`src/mbrd_pkg.sv`:
```
// Shared constants for the serial-bus read command block
package mbrd_pkg;

    // Wishbone register offsets (byte addresses)
    localparam logic [7:0]  WB_OFS_SLAVE_ADDR = 8'h00;
    localparam logic [7:0]  WB_OFS_STATUS     = 8'h04;
    localparam logic [7:0]  WB_OFS_MEM_INDEX  = 8'h08;
    localparam logic [7:0]  WB_OFS_MEM_DATA   = 8'h0C;
    localparam logic [7:0]  SLAVE_ADDR_RESET  = 8'h01;
    localparam logic [7:0]  SLAVE_ADDR_MIN    = 8'h01;
    localparam logic [7:0]  SLAVE_ADDR_MAX    = 8'hF7;

    // Function and exception codes
    localparam logic [7:0]  FUNC_READ_COILS   = 8'h01;
    localparam logic [7:0]  FUNC_READ_REGS    = 8'h03;
    localparam logic [7:0]  EXC_FUNC_FLAG     = 8'h80;
    localparam logic [7:0]  EXC_BAD_VALUE     = 8'h03;

    // Frame layout
    localparam logic [3:0]  QUERY_LEN         = 4'h8;
    localparam logic [3:0]  RX_OVERFLOW       = 4'h9;
    localparam logic [5:0]  HDR_LEN           = 6'h03;
    localparam logic [15:0] MAX_COILS         = 16'h0020;
    localparam logic [15:0] MAX_REGS          = 16'h0010;

    // CRC-16, x^16+x^15+x^2+1, bit-reversed form
    localparam logic [15:0] CRC_POLY_REV      = 16'hA001;
    localparam logic [15:0] CRC_INIT          = 16'hFFFF;
    localparam logic [15:0] CRC_RESIDUE       = 16'h0000;

    // Coil map and packed status words
    localparam int          COIL_TOP          = 88;
    localparam int          COIL_EXT_W        = 128;
    localparam int          STATUS_COIL_BASE  = 16;
    localparam logic [16:0] PACKED_REG_FIRST  = 17'h01E01;
    localparam logic [16:0] PACKED_REG_LAST   = 17'h01E05;

    // Bit positions in the first packed status word
    localparam int BIT_POWER_ON_TIME_OVER  = 15;
    localparam int BIT_OPERATION_TIME_OVER = 14;
    localparam int BIT_TORQUE_LIMITED      = 13;
    localparam int BIT_SUPPLY_VOLTAGE_LOW  = 12;
    localparam int BIT_TORQUE_OUT_OF_BAND  = 10;
    localparam int BIT_SET_FREQ_REACHED    = 9;
    localparam int BIT_PID_OVER_DEVIATION  = 7;
    localparam int BIT_OVERLOAD_NOTICE     = 6;
    localparam int BIT_SET_FREQ_OVERREACH  = 5;
    localparam int BIT_CONST_FREQ_REACHED  = 4;
    localparam int BIT_RUNNING             = 3;
    localparam int BIT_DRIVE_READY         = 1;
    localparam int BIT_DIR_REVERSE         = 0;

    typedef enum logic [5:0] {
        ST_IDLE  = 6'h01,
        ST_RECV  = 6'h02,
        ST_CHECK = 6'h04,
        ST_FETCH = 6'h08,
        ST_EMIT  = 6'h10,
        ST_WAIT  = 6'h20
    } mbrd_state_t;

endpackage

```
`src/mbrd_crc16.sv`:
```
// Byte-wide CRC-16 accumulator
`timescale 1ns/100ps
module mbrd_crc16
    import mbrd_pkg::*;
(
    input  wire logic        core_clk,
    input  wire logic        rstn,
    input  wire logic        clear,
    input  wire logic        en,
    input  wire logic [7:0]  data,
    output logic      [15:0] crc
);

    logic [15:0] next_crc;

    always_comb begin
        next_crc = crc ^ {8'h00, data};
        for (int i = 0; i < 8; i++) begin
            if (next_crc[0]) begin
                next_crc = (next_crc >> 1) ^ CRC_POLY_REV;
            end else begin
                next_crc = next_crc >> 1;
            end
        end
    end

    always_ff @(posedge core_clk) begin
        if (!rstn || clear) begin
            crc <= CRC_INIT;
        end else if (en) begin
            crc <= next_crc;
        end
    end

endmodule

```
`src/mbrd_hreg_mem.sv`:
```
// Holding register store with registered read data
`timescale 1ns/100ps
module mbrd_hreg_mem #(
    parameter int AW    = 8,
    parameter int DEPTH = 256
) (
    input  wire logic          core_clk,
    input  wire logic          wr_en,
    input  wire logic [AW-1:0] wr_addr,
    input  wire logic [15:0]   wr_data,
    input  wire logic [AW-1:0] rd_addr,
    output logic      [15:0]   rd_data
);

    logic [15:0] mem [DEPTH];

    always_ff @(posedge core_clk) begin
        if (wr_en) begin
            mem[wr_addr] <= wr_data;
        end
    end

    always_ff @(posedge core_clk) begin
        rd_data <= mem[rd_addr];
    end

endmodule

```
`src/mbrd_reader.sv`:
```
// Read coil status and read holding register command handler
//
// Local design decisions: the Wishbone slave port and the register offsets.
`timescale 1ns/100ps
module mbrd_reader
    import mbrd_pkg::*;
#(
    parameter int HREG_AW    = 8,
    parameter int HREG_DEPTH = 256
) (
    input  wire logic                core_clk,
    input  wire logic                rstn,
    // Wishbone slave
    input  wire logic                wb_cyc_i,
    input  wire logic                wb_stb_i,
    input  wire logic                wb_we_i,
    input  wire logic [7:0]          wb_adr_i,
    input  wire logic [31:0]         wb_dat_i,
    input  wire logic [3:0]          wb_sel_i,
    output logic      [31:0]         wb_dat_o,
    output logic                     wb_ack_o,
    // Received bytes from the line receiver
    input  wire logic [7:0]          rx_data,
    input  wire logic                rx_valid,
    input  wire logic                rx_end,
    input  wire logic                rx_error,
    // Response bytes to the line transmitter
    output logic      [7:0]          tx_data,
    output logic                     tx_valid,
    output logic                     tx_last,
    input  wire logic                tx_ready,
    output logic                     busy,
    // Coil states, coil n on bit n-1
    input  wire logic [COIL_TOP-1:0] coil_state,
    // Drive status flags
    input  wire logic                power_on_time_over,
    input  wire logic                operation_time_over,
    input  wire logic                torque_limited,
    input  wire logic                supply_voltage_low,
    input  wire logic                torque_out_of_band,
    input  wire logic                set_freq_reached,
    input  wire logic                pid_over_deviation,
    input  wire logic                overload_notice,
    input  wire logic                set_freq_overreached,
    input  wire logic                const_freq_reached,
    input  wire logic                running,
    input  wire logic                drive_ready,
    input  wire logic                dir_reverse
);

    ////////////////////////////////////////////////////////////////////////
    mbrd_state_t            state;
    logic [7:0]             slave_addr;
    logic [HREG_AW-1:0]     mem_index;
    logic [15:0]            frame_count;
    logic [7:0]             last_exc;
    logic [7:0]             rx_buf [QUERY_LEN];
    logic [3:0]             rx_cnt;
    logic                   rx_bad;
    logic [15:0]            rx_crc;
    logic [15:0]            tx_crc;
    logic [7:0]             q_func;
    logic [15:0]            q_start;
    logic [15:0]            q_count;
    logic                   q_exc;
    logic [7:0]             q_field;
    logic [5:0]             body_len;
    logic [5:0]             k;
    logic [15:0]            mem_rdata;
    logic                   mem_wr;
    logic [15:0]            q_start_rx;
    logic [15:0]            q_count_rx;
    logic                   frame_ok;
    logic                   coil_cnt_bad;
    logic                   reg_cnt_bad;
    logic [5:0]             coil_bytes;
    logic [15:0]            status_word;
    logic [COIL_EXT_W-1:0]  coil_ext;
    logic [5:0]             data_idx;
    logic [7:0]             coil_byte;
    logic [16:0]            reg_idx;
    logic [16:0]            reg_num;
    logic [2:0]             packed_sel;
    logic [15:0]            reg_word;
    logic [7:0]             next_tx_data;
    logic                   rx_take;

    ////////////////////////////////////////////////////////////////////////
    // Coil image and packed status word
    always_comb begin
        status_word                          = 16'h0000;
        status_word[BIT_POWER_ON_TIME_OVER]  = power_on_time_over;
        status_word[BIT_OPERATION_TIME_OVER] = operation_time_over;
        status_word[BIT_TORQUE_LIMITED]      = torque_limited;
        status_word[BIT_SUPPLY_VOLTAGE_LOW]  = supply_voltage_low;
        status_word[BIT_TORQUE_OUT_OF_BAND]  = torque_out_of_band;
        status_word[BIT_SET_FREQ_REACHED]    = set_freq_reached;
        status_word[BIT_PID_OVER_DEVIATION]  = pid_over_deviation;
        status_word[BIT_OVERLOAD_NOTICE]     = overload_notice;
        status_word[BIT_SET_FREQ_OVERREACH]  = set_freq_overreached;
        status_word[BIT_CONST_FREQ_REACHED]  = const_freq_reached;
        status_word[BIT_RUNNING]             = running;
        status_word[BIT_DRIVE_READY]         = drive_ready;
        status_word[BIT_DIR_REVERSE]         = dir_reverse;
        // Bit n is coil n, except bits 16 to 31 which hold the status word; bit 0 and all above the top coil stay zero
        coil_ext = '0;
        coil_ext[COIL_TOP:1] = coil_state;
        coil_ext[STATUS_COIL_BASE +: 16] = status_word;
    end

    ////////////////////////////////////////////////////////////////////////
    // Response data selection
    assign data_idx = k - HDR_LEN;
    assign reg_idx  = 17'(q_start) + 17'(data_idx[5:1]);
    assign reg_num  = reg_idx + 17'h00001;
    assign packed_sel = 3'(reg_num - PACKED_REG_FIRST);

    genvar b;
    generate
        for (b = 0; b < 8; b++) begin : g_coil_bit
            logic [16:0] num;
            logic [16:0] pos;
            assign pos = 17'({data_idx[1:0], 3'(b)});
            // Coil number is start field plus one plus offset
            assign num = 17'(q_start) + pos + 17'h00001;
            // Bit b of byte j is offset 8j+b, lowest byte first
            assign coil_byte[b] = (pos < 17'(q_count)) && (num < 17'(COIL_EXT_W)) &&
                                  coil_ext[num[6:0]];
        end
    endgenerate

    always_comb begin
        reg_word = 16'h0000;
        if (reg_num >= PACKED_REG_FIRST && reg_num <= PACKED_REG_LAST) begin
            reg_word = coil_ext[STATUS_COIL_BASE + 16 * int'(packed_sel) +: 16];
        end else if (reg_idx < 17'(HREG_DEPTH)) begin
            reg_word = mem_rdata;
        end
    end

    always_comb begin
        next_tx_data = tx_crc[15:8];
        if (k == 6'h00) begin
            next_tx_data = slave_addr;
        end else if (k == 6'h01) begin
            next_tx_data = q_exc ? (q_func | EXC_FUNC_FLAG) : q_func;
        end else if (k == 6'h02) begin
            next_tx_data = q_field;
        end else if (k < body_len) begin
            if (q_func == FUNC_READ_COILS) begin
                next_tx_data = coil_byte;
            end else begin
                next_tx_data = data_idx[0] ? reg_word[7:0] : reg_word[15:8];
            end
        end else if (k == body_len) begin
            next_tx_data = tx_crc[7:0];
        end
    end

    ////////////////////////////////////////////////////////////////////////
    // Query checks
    assign q_start_rx   = {rx_buf[2], rx_buf[3]};
    assign q_count_rx   = {rx_buf[4], rx_buf[5]};
    assign coil_cnt_bad = (q_count_rx == 16'h0000) || (q_count_rx > MAX_COILS);
    assign reg_cnt_bad  = (q_count_rx == 16'h0000) || (q_count_rx > MAX_REGS);
    assign coil_bytes   = 6'((q_count_rx + 16'h0007) >> 3);
    // Broadcast addresses never equal a valid own address
    assign frame_ok = !rx_bad && (rx_cnt == QUERY_LEN) && (rx_crc == CRC_RESIDUE) &&
                      (slave_addr >= SLAVE_ADDR_MIN) && (slave_addr <= SLAVE_ADDR_MAX) &&
                      (rx_buf[0] == slave_addr) &&
                      (rx_buf[1] == FUNC_READ_COILS || rx_buf[1] == FUNC_READ_REGS);

    assign rx_take = rx_valid && (state == ST_IDLE || state == ST_RECV);

    ////////////////////////////////////////////////////////////////////////
    // Sequencer
    always_ff @(posedge core_clk) begin
        if (!rstn) begin
            state <= ST_IDLE;
        end else begin
            case (state)
                ST_IDLE: begin
                    if (rx_end) begin
                        state <= ST_CHECK;
                    end else if (rx_valid || rx_error) begin
                        state <= ST_RECV;
                    end
                end
                ST_RECV: begin
                    if (rx_end) begin
                        state <= ST_CHECK;
                    end
                end
                ST_CHECK: begin
                    state <= frame_ok ? ST_FETCH : ST_IDLE;
                end
                ST_FETCH: state <= ST_EMIT;
                ST_EMIT:  state <= ST_WAIT;
                ST_WAIT: begin
                    if (tx_ready) begin
                        state <= tx_last ? ST_IDLE : ST_FETCH;
                    end
                end
                default: state <= ST_IDLE;
            endcase
        end
    end

    // Receive buffer
    always_ff @(posedge core_clk) begin
        if (!rstn) begin
            rx_cnt <= 4'h0;
            rx_bad <= 1'b0;
            for (int i = 0; i < int'(QUERY_LEN); i++) begin
                rx_buf[i] <= 8'h00;
            end
        end else if (state == ST_CHECK) begin
            rx_cnt <= 4'h0;
            rx_bad <= 1'b0;
        end else if (state == ST_IDLE || state == ST_RECV) begin
            if (rx_error) begin
                rx_bad <= 1'b1;
            end
            if (rx_valid && rx_cnt < QUERY_LEN) begin
                rx_buf[rx_cnt[2:0]] <= rx_data;
                rx_cnt              <= rx_cnt + 4'h1;
            end else if (rx_valid) begin
                rx_cnt <= RX_OVERFLOW;
            end
        end
    end

    // Response descriptor, latched once per accepted query
    always_ff @(posedge core_clk) begin
        if (!rstn) begin
            q_func   <= 8'h00;
            q_start  <= 16'h0000;
            q_count  <= 16'h0000;
            q_exc    <= 1'b0;
            q_field  <= 8'h00;
            body_len <= 6'h00;
            last_exc <= 8'h00;
        end else if (state == ST_CHECK && frame_ok) begin
            q_func  <= rx_buf[1];
            q_start <= q_start_rx;
            q_count <= q_count_rx;
            if ((rx_buf[1] == FUNC_READ_COILS && coil_cnt_bad) ||
                (rx_buf[1] == FUNC_READ_REGS && reg_cnt_bad)) begin
                q_exc    <= 1'b1;
                q_field  <= EXC_BAD_VALUE;
                last_exc <= EXC_BAD_VALUE;
                body_len <= HDR_LEN;
            end else if (rx_buf[1] == FUNC_READ_COILS) begin
                q_exc    <= 1'b0;
                q_field  <= 8'(coil_bytes);
                body_len <= HDR_LEN + coil_bytes;
            end else begin
                q_exc    <= 1'b0;
                q_field  <= 8'({q_count_rx[4:0], 1'b0});
                body_len <= HDR_LEN + 6'({q_count_rx[4:0], 1'b0});
            end
        end
    end

    // Transmit byte handshake
    always_ff @(posedge core_clk) begin
        if (!rstn) begin
            tx_data  <= 8'h00;
            tx_valid <= 1'b0;
            tx_last  <= 1'b0;
            k        <= 6'h00;
        end else if (state == ST_CHECK) begin
            k <= 6'h00;
        end else if (state == ST_EMIT) begin
            tx_data  <= next_tx_data;
            tx_valid <= 1'b1;
            tx_last  <= (k == body_len + 6'h01);
        end else if (state == ST_WAIT && tx_ready) begin
            tx_valid <= 1'b0;
            tx_last  <= 1'b0;
            k        <= k + 6'h01;
        end
    end

    always_ff @(posedge core_clk) begin
        if (!rstn) begin
            busy        <= 1'b0;
            frame_count <= 16'h0000;
        end else begin
            busy <= (state == ST_CHECK && frame_ok) || state == ST_FETCH || state == ST_EMIT ||
                    (state == ST_WAIT && !(tx_ready && tx_last));
            if (state == ST_WAIT && tx_ready && tx_last) begin
                frame_count <= frame_count + 16'h0001;
            end
        end
    end

    mbrd_crc16 u_rx_crc (
        .core_clk (core_clk),
        .rstn     (rstn),
        .clear    (!(state == ST_IDLE || state == ST_RECV)),
        .en       (rx_take),
        .data     (rx_data),
        .crc      (rx_crc)
    );

    mbrd_crc16 u_tx_crc (
        .core_clk (core_clk),
        .rstn     (rstn),
        .clear    (state == ST_CHECK),
        .en       (state == ST_EMIT && k < body_len),
        .data     (next_tx_data),
        .crc      (tx_crc)
    );

    ////////////////////////////////////////////////////////////////////////
    // Wishbone register file
    assign mem_wr = wb_cyc_i && wb_stb_i && !wb_ack_o && wb_we_i &&
                    (wb_adr_i == WB_OFS_MEM_DATA) && (wb_sel_i[1:0] == 2'h3);

    always_ff @(posedge core_clk) begin
        if (!rstn) begin
            wb_ack_o   <= 1'b0;
            wb_dat_o   <= 32'h00000000;
            slave_addr <= SLAVE_ADDR_RESET;
            mem_index  <= '0;
        end else begin
            wb_ack_o <= wb_cyc_i && wb_stb_i && !wb_ack_o;
            wb_dat_o <= 32'h00000000;
            if (wb_cyc_i && wb_stb_i && !wb_ack_o) begin
                if (wb_we_i) begin
                    if (wb_adr_i == WB_OFS_SLAVE_ADDR && wb_sel_i[0]) begin
                        slave_addr <= wb_dat_i[7:0];
                    end
                    if (wb_adr_i == WB_OFS_MEM_INDEX && wb_sel_i[0]) begin
                        mem_index <= wb_dat_i[HREG_AW-1:0];
                    end
                end else begin
                    case (wb_adr_i)
                        WB_OFS_SLAVE_ADDR: wb_dat_o <= {24'h000000, slave_addr};
                        WB_OFS_STATUS:     wb_dat_o <= {frame_count, last_exc, 7'h00, busy};
                        WB_OFS_MEM_INDEX:  wb_dat_o <= 32'(mem_index);
                        default:           wb_dat_o <= 32'h00000000;
                    endcase
                end
            end
        end
    end

    mbrd_hreg_mem #(
        .AW    (HREG_AW),
        .DEPTH (HREG_DEPTH)
    ) u_hreg_mem (
        .core_clk (core_clk),
        .wr_en    (mem_wr),
        .wr_addr  (mem_index),
        .wr_data  (wb_dat_i[15:0]),
        .rd_addr  (reg_idx[HREG_AW-1:0]),
        .rd_data  (mem_rdata)
    );

endmodule

```
`config.mk`:
```
export PLATFORM = sky130hd
export DESIGN_NAME = mbrd_reader
export DESIGN_NICKNAME = d
export VERILOG_FILES = /design/src/mbrd_pkg.sv /design/src/mbrd_crc16.sv /design/src/mbrd_hreg_mem.sv /design/src/mbrd_reader.sv
export SDC_FILE = /design/constraint.sdc
export NUM_CORES = 2
export LEC_CHECK = 0
export BUFFER_PORTS_ARGS = -buffer_cell sky130_fd_sc_hd__buf_2
export CORE_AREA = 2 2 629 631
export DETAILED_ROUTE_END_ITERATION = 6
export DIE_AREA = 0 0 631 633
export SETUP_SLACK_MARGIN = 0.5
export SLEW_MARGIN = 30
export SYNTH_ARGS = -nofsm -noshare
export SYNTH_HDL_FRONTEND = slang
export SYNTH_MEMORY_MAX_BITS = 65536
export SYNTH_SLANG_ARGS = --single-unit
```
`constraint.sdc`:
```
create_clock -name core_clk -period 6 [get_ports core_clk]
set_clock_uncertainty 0.1 [all_clocks]
set_input_delay 0.6 -clock core_clk [delete_from_list [all_inputs] [get_ports core_clk]]
set_output_delay 0.6 -clock core_clk [all_outputs]
set_load 0.02 [all_outputs]
```
==> metrics <==
synthesized area=176000 sq um; Worst Tran Pin Value=1.10 ns; Critical Path AT=6.50 ns; Worst Path Required=6.75 ns; Slew HR=26.7%; clk sink count=4332; Final min period=5.75 ns; Hold Fails Final Rpt=0; Synth Area in Compound Gates=2.61%; H-tree Lvls=5; startpoint class of the critical path=flop; biggest cell delay along the critical path=0.54 ns; synth-to-layout area growth=14.4%; met2 usage in global routing=38.2%; Initial DRC Count=11.3k; global route overflow=0; TritonCTS clock tree=done; synth unique cells=88; synth warn=0; final setup violation count=0; top-count cell post-synth=edfxtp_1; M3 GR Usage=3.78%; WHS Path Cells=1; fmax=174 MHz; Worst Hold Class=input port to flop; DRC Markers=3; Main synth FF type=edfxtp_1; element type at the critical path end=flop; Reg-to-Reg End=u_tx_crc.crc[0]$_SDFFE_PP1P_; MaxCap Viol Count=0; Gate Count Post-Synth=9356; Crit Path Max Fanout=4; most used routing layer=met2; CP delay by family, top=simple AND/OR/NAND/NOR gates; hold path endpoint=u_hreg_mem.mem[138][15]$_DFFE_PP_; register area share after synthesis=72.8%; IO Pins=206; maximum root-to-sink buffer count=4; Post-synth EDFFs=4144; Placer Congestion=0.914; RSZ-0062 raised after global routing=true; Mean Syn Cell Area=18.8 sq um; core area=392000 sq um; ys async rst share=0%; die width=631 microns; Synth Register Bits=4332; VDD IR max=0.313 mV; Area contributors post-synth=edfxtp_1 71%, mux4_2 16%, nand2_1 2.2%; dpl hpwl=286 mm; fin. max-slew vios=0; CP max-delay cell=or4_4; post-synthesis xor/xnor area fraction=0.798%; Reg clk slew, reported paths=0.07 ns; IO buf count=165; total power=61.2 mW; combinational family with the most area after synthesis=multiplexers; Setup CP Type=flop to flop; final WL=481 mm; failing checks=DRC; R2R Setup Slk=0.25 ns; Root Buffer=clkbuf_16; register area=128000 sq um; Cell Chain, Critical Path=inv_2 > ha_4 > ha_4 > fa_4 > a211oi_4 > buf_6 > buf_4 > o211ai_1 > o211ai_1 > buf_4 > nand4_1 > and2_4 > or3b_4 > or4_4 > o21a_4 > o311ai_4 > xnor3_1 > xnor3_2 > xnor2_2 > and4_1 > a311oi_1; final net count=10.2k; first-pass GRT wire length=686 mm; TritonCTS Buffers=434; leading area contributor after synthesis=edfxtp_1; Initial Utilization=44.9%; Synth top area share=70.7%; Filler cells=31.3k; pin count of the biggest net entering global routing=201; GRT Total Usage=23.7%; worst setup path startpoint=k[0]$_SDFFE_PP0P_; Buf/Inv on CP=4; Die H=633 microns; adder-cell area share of the yosys netlist=0.318%; Post-synth top cells=4144 x edfxtp_1, 1239 x mux4_2, 1038 x nand2_1, 395 x clkbuf_1, 372 x nor2_1; FP Rows=230; Skew-Pair Late Insertion Delay=1.00 ns; FF-to-FF path depth=21; Multi-input gate area=46000 sq um; Leak=64.3 nW; status=complete, but fails checks; antenna-violating nets left=0; vias per inst=6.05; period utilisation layout=95.9%; M1 GR Usage=33.0%; hold path start=wb_dat_i[15]; die footprint=399000 sq um; Synth Area in Simple Gates=5.58%; Vias=94.2k; FF-to-FF Start=k[0]$_SDFFE_PP0P_; post-synthesis mux area share=16.5%; TritonRoute pass-1 iters=7; layout cells sized above 1=26.5%; DR WL/cell=30.9 microns; vias in the first global route=93.8k; Min Hold Slack=0.0420 ns; final setup TNS=0 ns; pwr/cell area=304 nW/um^2; initial antenna violation count=17
[sequential cells by signal, summed over array words and instances, names as in the netlist, 16 cells and up]
name                flops
wb_dat_o               25
u_hreg_mem.rd_data     16
u_hreg_mem.mem       4096
q_count                16
u_rx_crc.crc           16
u_tx_crc.crc           16
q_start                16
rx_buf                 48
frame_count            16
[metrics by stage]
stage	setup WS [ns]	util, %	area, sq um	std cells
after global routing	0.153	51.4	201000	15575
after detailed placement	0.213	47.6	186000	14718
after floorplan	0.511	-	176000	9361
after global placement	0.144	47.5	186000	14718
after CTS	0.293	51.3	201000	15559
final	0.249	51.4	201000	15579
[where the power goes]
group	leakage [nW]	internal, mW	switching, mW
logic	18.6	0.221	0.755
clock network	6.93	15.6	11.5
registers	38.8	33.1	0.0272
total	64.3	48.9	12.3
[cell usage in the layout, fill, tap and decap left out, drive strengths merged, types with 23 or more instances in the layout]
master,count
a211oi,27
a21boi,47
a21oi,99
a311oi,126
a31oi,49
and2,101
and3,91
buf,746
bufinv,47
clkbuf,537
clkinv,198
dfxtp,188
dlygate4sd3,23
edfxtp,4144
ha,40
inv,59
mux2i,99
mux4,1239
nand2,1038
nand3,342
nand4,40
nor2,372
nor2b,36
nor3,59
nor4,29
o211ai,37
o21ai,110
xnor2,98
xor2,51
[timing repair]
action	CTS	global route
pin swaps	9	14
endpoints found under the hold margin	281	40
setup buffers	9	8
gates cloned	0	0
endpoints found under the setup margin	9	11
hold buffers	22	1
gates resized for setup	24	24
[per-layer routing]
layer / part of all wire [%] / vias up
met2: 48 / 4068
li1: - / 39294
met1: 40 / 50068
met4: 3.9 / 2
met5: 0.0023 / -
met3: 7.7 / 784
[layout make-up]
cell class	instances	area share, %
antenna	8	0.00994
tap	5220	3.24
inverter	45	0.0839
multi-input combinational	4395	22.8
sequential	4332	63.7
clock inverter	273	1.38
timing repair buffer	769	3.11
clock buffer	537	5.67
[cell families (layout without fill, tap and decap cells)]
logic type,Yosys count,in the layout
flip-flops,4332,4332
other,1,14
AO/OA/AOI/OAI,648,648
adder cells (fa/ha/maj),43,43
XOR/XNOR,153,153
multiplexers,1350,1350
buffers and inverters,634,1624
AND/OR/NAND/NOR,2195,2195
[how the worst max path moves through the flow]
stage                                              end  depth (start not counted)
after floorplan           u_tx_crc.crc[0]$_SDFFE_PP1P_                         18
after global placement    u_tx_crc.crc[0]$_SDFFE_PP1P_                         17
after detailed placement  u_tx_crc.crc[0]$_SDFFE_PP1P_                         17
after CTS                 u_tx_crc.crc[0]$_SDFFE_PP1P_                         17
after global routing      u_tx_crc.crc[0]$_SDFFE_PP1P_                         18
final                     u_tx_crc.crc[0]$_SDFFE_PP1P_                         21
Power figures use the tool's default switching activity.
